[src/bus_match_map.vh]
// Constants for the port-B bus-matching FIFO pair: queue geometry,
// bus-size encodings, flag levels and skew figures.
// Assumes inclusion by bare name from every design file that needs it.
`ifndef BUS_MATCH_MAP_VH
`define BUS_MATCH_MAP_VH

// Queue geometry
`define QUEUE_WIDTH 36
`define QUEUE_DEPTH 8
`define QUEUE_ADDR_W 3
`define QUEUE_LEVEL_W 4

// Port-B bus size codes {size_select_high, size_select_low}
`define SIZE_LONG 2'h0
`define SIZE_WORD 2'h1
`define SIZE_BYTE 2'h2
`define SIZE_MAIL 2'h3

// Almost-empty flag is low at or below this level, almost-full at or above
`define ALMOST_EMPTY_LEVEL 4'h2
`define ALMOST_FULL_LEVEL 4'h6

// Flag reset value (all flags low while in reset)
`define FLAG_RESET 1'h0

// Skew figures in ns and the ref_clk period they are measured against
`define CLK_PERIOD_NS 20
`define FIRST_SKEW_NS 8
`define SECOND_SKEW_NS 16
// Least times round up to whole cycles, never below one
`define FIRST_SKEW_CYCLES ((`FIRST_SKEW_NS + `CLK_PERIOD_NS - 1) / `CLK_PERIOD_NS)
`define SECOND_SKEW_CYCLES ((`SECOND_SKEW_NS + `CLK_PERIOD_NS - 1) / `CLK_PERIOD_NS)

`endif

[src/queue_fifo.v]
// Single-clock FIFO with valid/ready on both sides and a fill level.
// Assumes both sides share ref_clk; the drain side may stall freely.
`timescale 1ns/100ps
module queue_fifo #(
  parameter WIDTH = 36,
  parameter DEPTH = 8,
  parameter ADDR_W = 3
) (
  input wire ref_clk, // System clock
  input wire srst, // Synchronous reset, active high
  input wire in_valid, // Push request
  output wire in_ready, // Space available
  input wire [WIDTH-1:0] in_data, // Word pushed
  output wire out_valid, // Word available
  input wire out_ready, // Pop request
  output wire [WIDTH-1:0] out_data, // Word at head
  output reg [ADDR_W:0] level // Words stored
);
  reg [WIDTH-1:0] mem [0:DEPTH-1]; // Storage
  reg [ADDR_W-1:0] wr_ptr; // Next write slot
  reg [ADDR_W-1:0] rd_ptr; // Head slot
  wire push; // Accepted push
  wire pop; // Accepted pop

  assign in_ready = (level != DEPTH[ADDR_W:0]);
  assign out_valid = (level != {(ADDR_W+1){1'b0}});
  assign push = in_valid & in_ready;
  assign pop = out_ready & out_valid;
  assign out_data = mem[rd_ptr];

  // Storage write; no reset needed on data
  always @(posedge ref_clk) begin
    if (push) begin
      mem[wr_ptr] <= in_data;
    end
  end

  // Pointers and level
  always @(posedge ref_clk) begin
    if (srst) begin
      wr_ptr <= {ADDR_W{1'b0}};
      rd_ptr <= {ADDR_W{1'b0}};
      level <= {(ADDR_W+1){1'b0}};
    end else begin
      if (push) begin
        wr_ptr <= (wr_ptr == DEPTH[ADDR_W-1:0] - 1'b1) ? {ADDR_W{1'b0}} : wr_ptr + 1'b1;
      end
      if (pop) begin
        rd_ptr <= (rd_ptr == DEPTH[ADDR_W-1:0] - 1'b1) ? {ADDR_W{1'b0}} : rd_ptr + 1'b1;
      end
      if (push && !pop) begin
        level <= level + 1'b1;
      end else if (pop && !push) begin
        level <= level - 1'b1;
      end
    end
  end
endmodule

[src/flag_sync.v]
// Two-stage flag synchroniser advanced by a port's clock enable.
// Assumes sample_en is a one-cycle pulse marking that port's clock edge.
`timescale 1ns/100ps
`include "bus_match_map.vh"
module flag_sync #(
  parameter WIDTH = 4
) (
  input wire ref_clk, // System clock
  input wire srst, // Synchronous reset, active high
  input wire sample_en, // Port clock edge pulse
  input wire [WIDTH-1:0] raw, // Flags in the source timing
  output wire [WIDTH-1:0] flag // Flags in the port timing
);
  reg [WIDTH-1:0] stage1; // First stage, read only by stage2
  reg [WIDTH-1:0] stage2; // Second stage, drives the output

  genvar i;
  generate
    for (i = 0; i < WIDTH; i = i + 1) begin : g_bit
      // Each flag takes two port edges to pass
      always @(posedge ref_clk) begin
        if (srst) begin
          stage1[i] <= `FLAG_RESET;
          stage2[i] <= `FLAG_RESET;
        end else if (sample_en) begin
          stage1[i] <= raw[i];
          stage2[i] <= stage1[i];
        end
      end
    end
  endgenerate

  assign flag = stage2;
endmodule

[src/bidir_fifo_flag_sync_bus_match.v]
// Bidirectional 36-bit FIFO pair with port-B bus matching and byte swap.
// Assumes port clocks arrive as one-cycle enables on ref_clk and that
// all port inputs are synchronous to ref_clk.
`timescale 1ns/100ps
`include "bus_match_map.vh"
module bidir_fifo_flag_sync_bus_match (
  input wire ref_clk, // System clock, 50 MHz
  input wire srst, // Synchronous reset, active high
  input wire port_a_clock, // Port-A clock edge enable pulse
  input wire port_a_chip_select_n, // Port-A select, active low
  input wire port_a_write_read, // High write, low read
  input wire port_a_transfer_enable, // Port-A transfer enable
  input wire port_a_mailbox_select, // High selects mailbox, not queue
  input wire [35:0] port_a_data_in, // Port-A write data
  output reg [35:0] port_a_data_out, // Port-A read data
  input wire port_b_clock, // Port-B clock edge enable pulse
  input wire port_b_chip_select_n, // Port-B select, active low
  input wire port_b_write_read, // High write, low read
  input wire port_b_transfer_enable, // Port-B transfer enable
  input wire port_b_mailbox_select, // High selects mailbox, not queue
  input wire port_b_size_select_low, // Bus size code bit 0
  input wire port_b_size_select_high, // Bus size code bit 1
  input wire swap_code_low, // Swap code bit 0
  input wire swap_code_high, // Swap code bit 1
  input wire port_b_big_endian, // High for big-endian narrow lanes
  input wire [35:0] port_b_data_in, // Port-B write data
  output reg [35:0] port_b_data_out, // Port-B read data
  output wire port_a_empty_flag_n, // Low when B-to-A queue empty
  output wire port_a_almost_empty_flag_n, // Low when B-to-A almost empty
  output wire port_a_full_flag_n, // Low when A-to-B queue full
  output wire port_a_almost_full_flag_n, // Low when A-to-B almost full
  output wire port_b_empty_flag_n, // Low when A-to-B queue empty
  output wire port_b_almost_empty_flag_n, // Low when A-to-B almost empty
  output wire port_b_full_flag_n, // Low when B-to-A queue full
  output wire port_b_almost_full_flag_n // Low when B-to-A almost full
);
  // Long-word lane swap; every code is its own inverse
  function [35:0] swap_word;
    input [35:0] w;
    input [1:0] code;
    begin
      case (code)
        2'h0: swap_word = w;
        2'h1: swap_word = {w[8:0], w[17:9], w[26:18], w[35:27]};
        2'h2: swap_word = {w[17:0], w[35:18]};
        2'h3: swap_word = {w[26:18], w[35:27], w[8:0], w[17:9]};
        default: swap_word = w;
      endcase
    end
  endfunction

  // Byte (or half, for words) position in the swapped word for part idx
  function [1:0] part_pos;
    input [1:0] idx;
    input big;
    input is_byte;
    begin
      if (is_byte) begin
        part_pos = big ? 2'h3 - idx : idx;
      end else begin
        part_pos = big ? {1'b0, ~idx[0]} : {1'b0, idx[0]};
      end
    end
  endfunction

  wire [1:0] b_size; // Current port-B bus size
  wire [1:0] b_swap; // Current swap code
  wire [35:0] a2b_out; // A-to-B queue head
  wire a2b_valid; // A-to-B queue has data
  wire a2b_ready; // A-to-B queue has room
  wire [3:0] a2b_level; // A-to-B fill level
  wire [35:0] b2a_out; // B-to-A queue head
  wire b2a_valid; // B-to-A queue has data
  wire b2a_ready; // B-to-A queue has room
  wire [3:0] b2a_level; // B-to-A fill level
  wire a_write; // Port-A queue write this edge
  wire a_read; // Port-A queue read this edge
  wire b_queue_sel; // Port-B addresses the queue
  wire b_read; // Port-B queue read this edge
  wire b_pop; // Port-B read that takes a new long word
  wire b_write; // Port-B queue write this edge
  wire b_complete; // Port-B write completes a long word
  wire [3:0] a_raw; // Port-A flags before crossing
  wire [3:0] b_raw; // Port-B flags before crossing
  wire [3:0] a_sync; // Port-A flags after crossing
  wire [3:0] b_sync; // Port-B flags after crossing
  reg [35:0] rd_hold; // Swapped long word being read in parts
  reg [1:0] rd_size; // Size latched for the word being read
  reg [1:0] rd_idx; // Next part to read, zero when none pending
  reg [35:0] wr_stage; // Swapped long word being assembled
  reg [1:0] wr_idx; // Next part to write
  reg [35:0] rd_src; // Swapped source word for this read
  reg [35:0] next_stage; // Assembly word after this write
  reg [1:0] rd_last; // Index of last part for the read size
  reg [1:0] wr_last; // Index of last part for the write size
  reg [1:0] pos; // Lane position of the write part

  assign b_size = {port_b_size_select_high, port_b_size_select_low};
  assign b_swap = {swap_code_high, swap_code_low};

  // Queue access decode: select low, mailbox low, enable high
  assign a_write = port_a_clock & ~port_a_chip_select_n & port_a_transfer_enable
                   & port_a_write_read & ~port_a_mailbox_select
                   & port_a_full_flag_n & a2b_ready;
  assign a_read = port_a_clock & ~port_a_chip_select_n & port_a_transfer_enable
                  & ~port_a_write_read & ~port_a_mailbox_select
                  & port_a_empty_flag_n & b2a_valid;
  assign b_queue_sel = port_b_clock & ~port_b_chip_select_n & port_b_transfer_enable
                       & ~port_b_mailbox_select & (b_size != `SIZE_MAIL);
  assign b_read = b_queue_sel & ~port_b_write_read & port_b_empty_flag_n
                  & (a2b_valid | (rd_idx != 2'h0));
  // The long word leaves the queue on its first narrow read
  assign b_pop = b_read & (rd_idx == 2'h0);
  assign b_write = b_queue_sel & port_b_write_read & port_b_full_flag_n & b2a_ready;

  // Part counts: long takes one transfer, word two, byte four
  always @* begin
    case (b_size)
      `SIZE_WORD: wr_last = 2'h1;
      `SIZE_BYTE: wr_last = 2'h3;
      default: wr_last = 2'h0;
    endcase
    case (rd_idx == 2'h0 ? b_size : rd_size)
      `SIZE_WORD: rd_last = 2'h1;
      `SIZE_BYTE: rd_last = 2'h3;
      default: rd_last = 2'h0;
    endcase
  end

  // The long word is pushed only by the write of its last part
  assign b_complete = b_write & (wr_idx == wr_last);

  // Read source: fresh head swapped on first part, held word afterwards
  always @* begin
    rd_src = (rd_idx == 2'h0) ? swap_word(a2b_out, b_swap) : rd_hold;
  end

  // Assembly of a narrow write into the swapped long word
  always @* begin
    next_stage = wr_stage;
    pos = part_pos(wr_idx, port_b_big_endian, b_size == `SIZE_BYTE);
    case (b_size)
      `SIZE_BYTE: next_stage[9*pos +: 9] = port_b_big_endian ? port_b_data_in[35:27]
                                                              : port_b_data_in[8:0];
      `SIZE_WORD: next_stage[18*pos[0] +: 18] = port_b_big_endian ? port_b_data_in[35:18]
                                                                  : port_b_data_in[17:0];
      default: next_stage = port_b_data_in;
    endcase
  end

  // A-to-B queue, filled by port A and drained in parts by port B
  queue_fifo #(
    .WIDTH(`QUEUE_WIDTH),
    .DEPTH(`QUEUE_DEPTH),
    .ADDR_W(`QUEUE_ADDR_W)
  ) u_a_to_b_queue (
    .ref_clk(ref_clk),
    .srst(srst),
    .in_valid(a_write),
    .in_ready(a2b_ready),
    .in_data(port_a_data_in),
    .out_valid(a2b_valid),
    .out_ready(b_pop),
    .out_data(a2b_out),
    .level(a2b_level)
  );

  // B-to-A queue, filled one long word at a time by port B
  queue_fifo #(
    .WIDTH(`QUEUE_WIDTH),
    .DEPTH(`QUEUE_DEPTH),
    .ADDR_W(`QUEUE_ADDR_W)
  ) u_b_to_a_queue (
    .ref_clk(ref_clk),
    .srst(srst),
    .in_valid(b_complete),
    .in_ready(b2a_ready),
    .in_data(swap_word(next_stage, b_swap)),
    .out_valid(b2a_valid),
    .out_ready(a_read),
    .out_data(b2a_out),
    .level(b2a_level)
  );

  // Port-B read sequencing and output lanes
  always @(posedge ref_clk) begin
    if (srst) begin
      rd_hold <= 36'h0;
      rd_size <= `SIZE_LONG;
      rd_idx <= 2'h0;
      port_b_data_out <= 36'h0;
    end else if (b_read) begin
      if (rd_idx == 2'h0) begin
        rd_hold <= rd_src;
        rd_size <= b_size;
      end
      // Advance to the next part or finish the long word
      rd_idx <= (rd_idx == rd_last) ? 2'h0 : rd_idx + 2'h1;
      // Only the active lanes change; the rest keep old data
      case (rd_idx == 2'h0 ? b_size : rd_size)
        `SIZE_BYTE: begin
          if (port_b_big_endian) begin
            port_b_data_out[35:27] <= rd_src[9*part_pos(rd_idx, 1'b1, 1'b1) +: 9];
          end else begin
            port_b_data_out[8:0] <= rd_src[9*part_pos(rd_idx, 1'b0, 1'b1) +: 9];
          end
        end
        `SIZE_WORD: begin
          if (port_b_big_endian) begin
            port_b_data_out[35:18] <= rd_src[18*rd_idx[0] ^ 18 +: 18];
          end else begin
            port_b_data_out[17:0] <= rd_src[18*rd_idx[0] +: 18];
          end
        end
        default: port_b_data_out <= rd_src;
      endcase
    end
  end

  // Port-B write assembly
  always @(posedge ref_clk) begin
    if (srst) begin
      wr_stage <= 36'h0;
      wr_idx <= 2'h0;
    end else if (b_write) begin
      wr_stage <= next_stage;
      wr_idx <= b_complete ? 2'h0 : wr_idx + 2'h1;
    end
  end

  // Port-A read data register
  always @(posedge ref_clk) begin
    if (srst) begin
      port_a_data_out <= 36'h0;
    end else if (a_read) begin
      port_a_data_out <= b2a_out;
    end
  end

  // Raw active-low flags; B empty waits for the last pending part
  assign b_raw[0] = a2b_valid | (rd_idx != 2'h0);
  assign b_raw[1] = (a2b_level > `ALMOST_EMPTY_LEVEL);
  assign b_raw[2] = b2a_ready;
  assign b_raw[3] = (b2a_level < `ALMOST_FULL_LEVEL);
  assign a_raw[0] = b2a_valid;
  assign a_raw[1] = (b2a_level > `ALMOST_EMPTY_LEVEL);
  assign a_raw[2] = a2b_ready;
  assign a_raw[3] = (a2b_level < `ALMOST_FULL_LEVEL);

  // Port-B flags cross on port-B edges
  flag_sync #(
    .WIDTH(4)
  ) u_b_flags (
    .ref_clk(ref_clk),
    .srst(srst),
    .sample_en(port_b_clock),
    .raw(b_raw),
    .flag(b_sync)
  );

  // Port-A flags cross on port-A edges
  flag_sync #(
    .WIDTH(4)
  ) u_a_flags (
    .ref_clk(ref_clk),
    .srst(srst),
    .sample_en(port_a_clock),
    .raw(a_raw),
    .flag(a_sync)
  );

  assign port_b_empty_flag_n = b_sync[0];
  assign port_b_almost_empty_flag_n = b_sync[1];
  assign port_b_full_flag_n = b_sync[2];
  assign port_b_almost_full_flag_n = b_sync[3];
  assign port_a_empty_flag_n = a_sync[0];
  assign port_a_almost_empty_flag_n = a_sync[1];
  assign port_a_full_flag_n = a_sync[2];
  assign port_a_almost_full_flag_n = a_sync[3];
endmodule

[config.mk]
export PLATFORM = sky130hd
export DESIGN_NAME = bidir_fifo_flag_sync_bus_match
export DESIGN_NICKNAME = d
export VERILOG_FILES = /design/src/queue_fifo.v /design/src/flag_sync.v /design/src/bidir_fifo_flag_sync_bus_match.v
export VERILOG_INCLUDE_DIRS = /design/src
export SDC_FILE = /design/constraint.sdc
export NUM_CORES = 1
export LEC_CHECK = 0
export ABC_AREA = 0
export BUFFER_PORTS_ARGS = -buffer_cell sky130_fd_sc_hd__buf_2
export CAP_MARGIN = 0
export CORE_ASPECT_RATIO = 1.75
export CORE_MARGIN = 2
export CORE_UTILIZATION = 56
export CTS_BUF_LIST = sky130_fd_sc_hd__clkbuf_16
export CTS_CLUSTER_SIZE = 25
export DETAILED_ROUTE_END_ITERATION = 10
export PLACE_DENSITY = 0.86
export SLEW_MARGIN = 25
export SYNTH_ARGS = -nofsm -noshare
export SYNTH_HDL_FRONTEND = slang
export SYNTH_SLANG_ARGS = --single-unit
[constraint.sdc]
create_clock -name ref_clk -period 5.4 [get_ports ref_clk]
set_input_delay 0.27 -clock ref_clk [delete_from_list [all_inputs] [get_ports ref_clk]]
set_output_delay 0.27 -clock ref_clk [all_outputs]
set_load 0.02 [all_outputs]
==> results.ini <==
[finish]
final_cell_mix = 576 x edfxtp_1, 216 x a21oi_1, 199 x nor2_1, 184 x nand2_1, 183 x dfxtp_1
fin_area_um2 = 38100
final_core_util = 0.634
mostFrequentLayoutCell = edfxtp_1
drive_above_1_share = 0.202
finalNonFillerCells = 3495
fin_nets = 2768
area_delta_synth_final_pct = 12.2

[global_routing]
antenna_found_initial = 8
first_global_vias = 23444
grt_first_pass_wirelength_mm = 146
grt_max_degree = 76
gr-total-overflow = 0
grt_util_all_layers = 0.317

[routing]
num_vias = 23194
wl_per_cell_um = 28.3
drt_wl_total_mm = 98.9
drt_iter0_drc = 2354
firstDrtPassIters = 6
drc = 0
viasPerCell = 6.64
drtAntennaViolNets = 0

[worst_setup_path]
r2r-start = rd_idx[0]
cp_slowest_cell = dfxtp_1
reg2reg_to = port_b_data_out[5]
required_ns = 5.98
endpoint_kind = register
crit_start = rd_idx[0]
worstPathMaxFanout = 18
critPathMaxStageDelay_ns = 0.77
startpoint_type = register
crit_cells = 12
crit_path_end = port_b_data_out[5]
r2r_cells = 12
crit_chain = inv_1 > ha_2 > mux2i_1 > inv_1 > ha_1 > o21ai_0 > and4_1 > and2_1 > nand2_1 > a221o_1 > o21ai_1 > a221o_1
cp.arrival_ns = 5.09
cpLargestDelayFamily = compound AO/OA/AOI/OAI gates
ff2ff_setup_slack_ns = 0.90
cp_num_buf_inv = 2
critical_path_class = register to register

[clock_tree]
cts.sinks = 765
cts_tree = yes
numCtsBuffers = 66
clk_pin_slew_worst_paths_ns = 0.07
clk_latency_ns = 0.64
clock_path_buffers = 3
cts.htree.levels = 3
root_buffer = clkbuf_16

[flow_run]
cap_viol_max_count = 0

[placed_design]
placed_cell_area_um2 = 35600
dpl.hpwl_mm = 63.1
place_inst = 3334
portBuffers = 168
gp_congestion = 0.957

[synth]
yosysWarnings = 0
avgSynthCellArea_um2 = 13.6
syn_nets = 2604
synth_area_um2 = 33900
syn_inst = 2488
synth_seq_cells = 765
synth_edf_count = 576
ys.flop_type = edfxtp_1
async_flop_share = 0
synth_cell_types = 76
ys_seq_area_frac = 0.622

[power_and_ir_drop]
peakVddDrop_uv = 319
power_density_nw_per_um2 = 310
power.leakage_nw = 12.6

[outcome]
outcome = finished, final reports clean

[floorplanning]
core_region_area_um2 = 60000
dieArea_um2 = 62600
die_h_um = 330
dieWidth_um = 190
start_util = 0.565
rows = 119
io_pins = 169

[sta]
rsz0062_at_grt = no
fin_skew_ns = 0.0301
setup_tns_ns = 0
setup_viol = 0
finalHoldViolCount = 0
slew_headroom = 0.294
drv_slew = 0
hold_slack_ns = 0.0566
tightest_slew_ns = 1.05
max_freq_ghz = 0.222
layout_worst_path_cycle_share = 0.834
period_needed_ns = 4.50

[hold_path]
holdCritPathClass = input port to register

-- cell type report --
cell class                 instances  area, um2
clock inverter                    52        385
clock buffer                      68       1700
inverter                          94        353
antenna                            5       12.5
sequential                       765      21100
tap                              786        983
timing repair buffer             267       1680
multi-input combinational       1458      11800
fill                            4235      22000
-- timing repair --
action | CTS | global route
hold buffers | 36 | 0
setup buffers | 0 | 0
endpoints found under the hold margin | 288 | 0
endpoints found under the setup margin | 0 | 0
gates resized for setup | 0 | 0
-- Yosys cell counts, types with 7 or more instances --
cell type / instances / area (um2)
edfxtp_1: 576 / 17300
mux4_2: 151 / 3400
o21ai_1: 15 / 75.1
nand2_1: 184 / 691
inv_1: 91 / 342
xnor2_1: 7 / 61.3
a22oi_1: 14 / 105
a211oi_1: 92 / 691
nor2b_1: 12 / 75.1
o221ai_1: 14 / 123
o21ai_0: 35 / 175
a31oi_1: 8 / 50.1
a22o_1: 7 / 61.3
nor3b_1: 9 / 67.6
o211ai_1: 14 / 105
ha_1: 25 / 313
nor3_1: 22 / 110
mux2_1: 14 / 158
dfxtp_1: 189 / 3780
clkbuf_1: 125 / 469
buf_2: 11 / 55.1
buf_1: 21 / 78.8
buf_6: 8 / 90.1
nor2_1: 203 / 762
nand3_1: 17 / 85.1
a21oi_1: 216 / 1080
mux2i_1: 143 / 1430
mux2_2: 30 / 338
a221oi_1: 51 / 447
o22ai_1: 64 / 400
nand2b_1: 9 / 56.3
-- worst register-to-register path: cells and delay by family (launching register included) --
| family | cells | cell delay [ns] |
|---|---|---|
| flip-flops | 1 | 0.77 |
| multiplexers | 1 | 0.27 |
| AND/OR/NAND/NOR | 3 | 1.09 |
| buffers and inverters | 2 | 0.47 |
| adder cells (fa/ha/maj) | 2 | 0.73 |
| AO/OA/AOI/OAI | 4 | 1.13 |
-- per-stage QoR --
step / power, mW / setup WS [ns]
2_1_floorplan: 6.94 / 0.130
3_3_place_gp: 7.17 / 1.15
3_5_place_dp: 7.21 / 1.07
4_1_cts: 11.8 / 1.06
5_1_grt: 12.1 / 0.802
6_report: 11.8 / 0.898
-- cells by family (layout without fill, tap and decap cells) --
group,Yosys count,count (layout),share of synthesized area
mux,340,340,0.158
other cells,0,5,0
fa+ha+maj,27,27,0.0104
buf+inv,265,481,0.0324
xor+xnor,13,13,0.00336
simple gates,493,493,0.0622
flops,765,765,0.622
compound gates,585,585,0.112
-- flip-flops by register name, summed over array words and instances, names as in the netlist, 4 cells and up, named ones only --
register,flops
rd_hold,36
u_b_to_a_queue.mem,288
port_b_data_out,36
u_b_flags.stage1,4
u_a_flags.flag,4
wr_stage,36
u_a_to_b_queue.mem,288
u_b_flags.flag,4
u_a_to_b_queue.level,4
u_a_flags.stage1,4
u_b_to_a_queue.level,4
port_a_data_out,36
-- worst min-delay path by stage --
stage	start	to	slack, ns	cells past startpoint
floorplan	port_a_data_in[0]	u_a_to_b_queue.mem[0][0]	0.37	0
global placement	rd_hold[12]	rd_hold[12]	0.44	2
detailed placement	rd_hold[34]	rd_hold[34]	0.44	2
finish	port_a_clock	u_a_flags.stage1[0]	0.06	3
global route	srst	rd_hold[12]	0.07	2
CTS	port_a_clock	u_a_flags.stage1[0]	0.04	3
-- per-layer routing --
metal / up-vias / routed length (um) / track usage / part of all wire
li1: 9987 / - / - / -
met1: 11447 / 31500 / 0.329 / 0.32
met2: 1341 / 51900 / 0.570 / 0.52
met3: 413 / 6950 / 0.0541 / 0.070
met4: 6 / 8510 / 0.238 / 0.086
met5: - / 43 / 0 / 0.00043
-- power by group --
group	internal (mW)	switching, mW	leakage [nW]
logic	0.223	0.502	4.85
clock network	2.47	2.20	1.07
registers	6.40	0.00490	6.72
(Power assumes the default switching activity.)
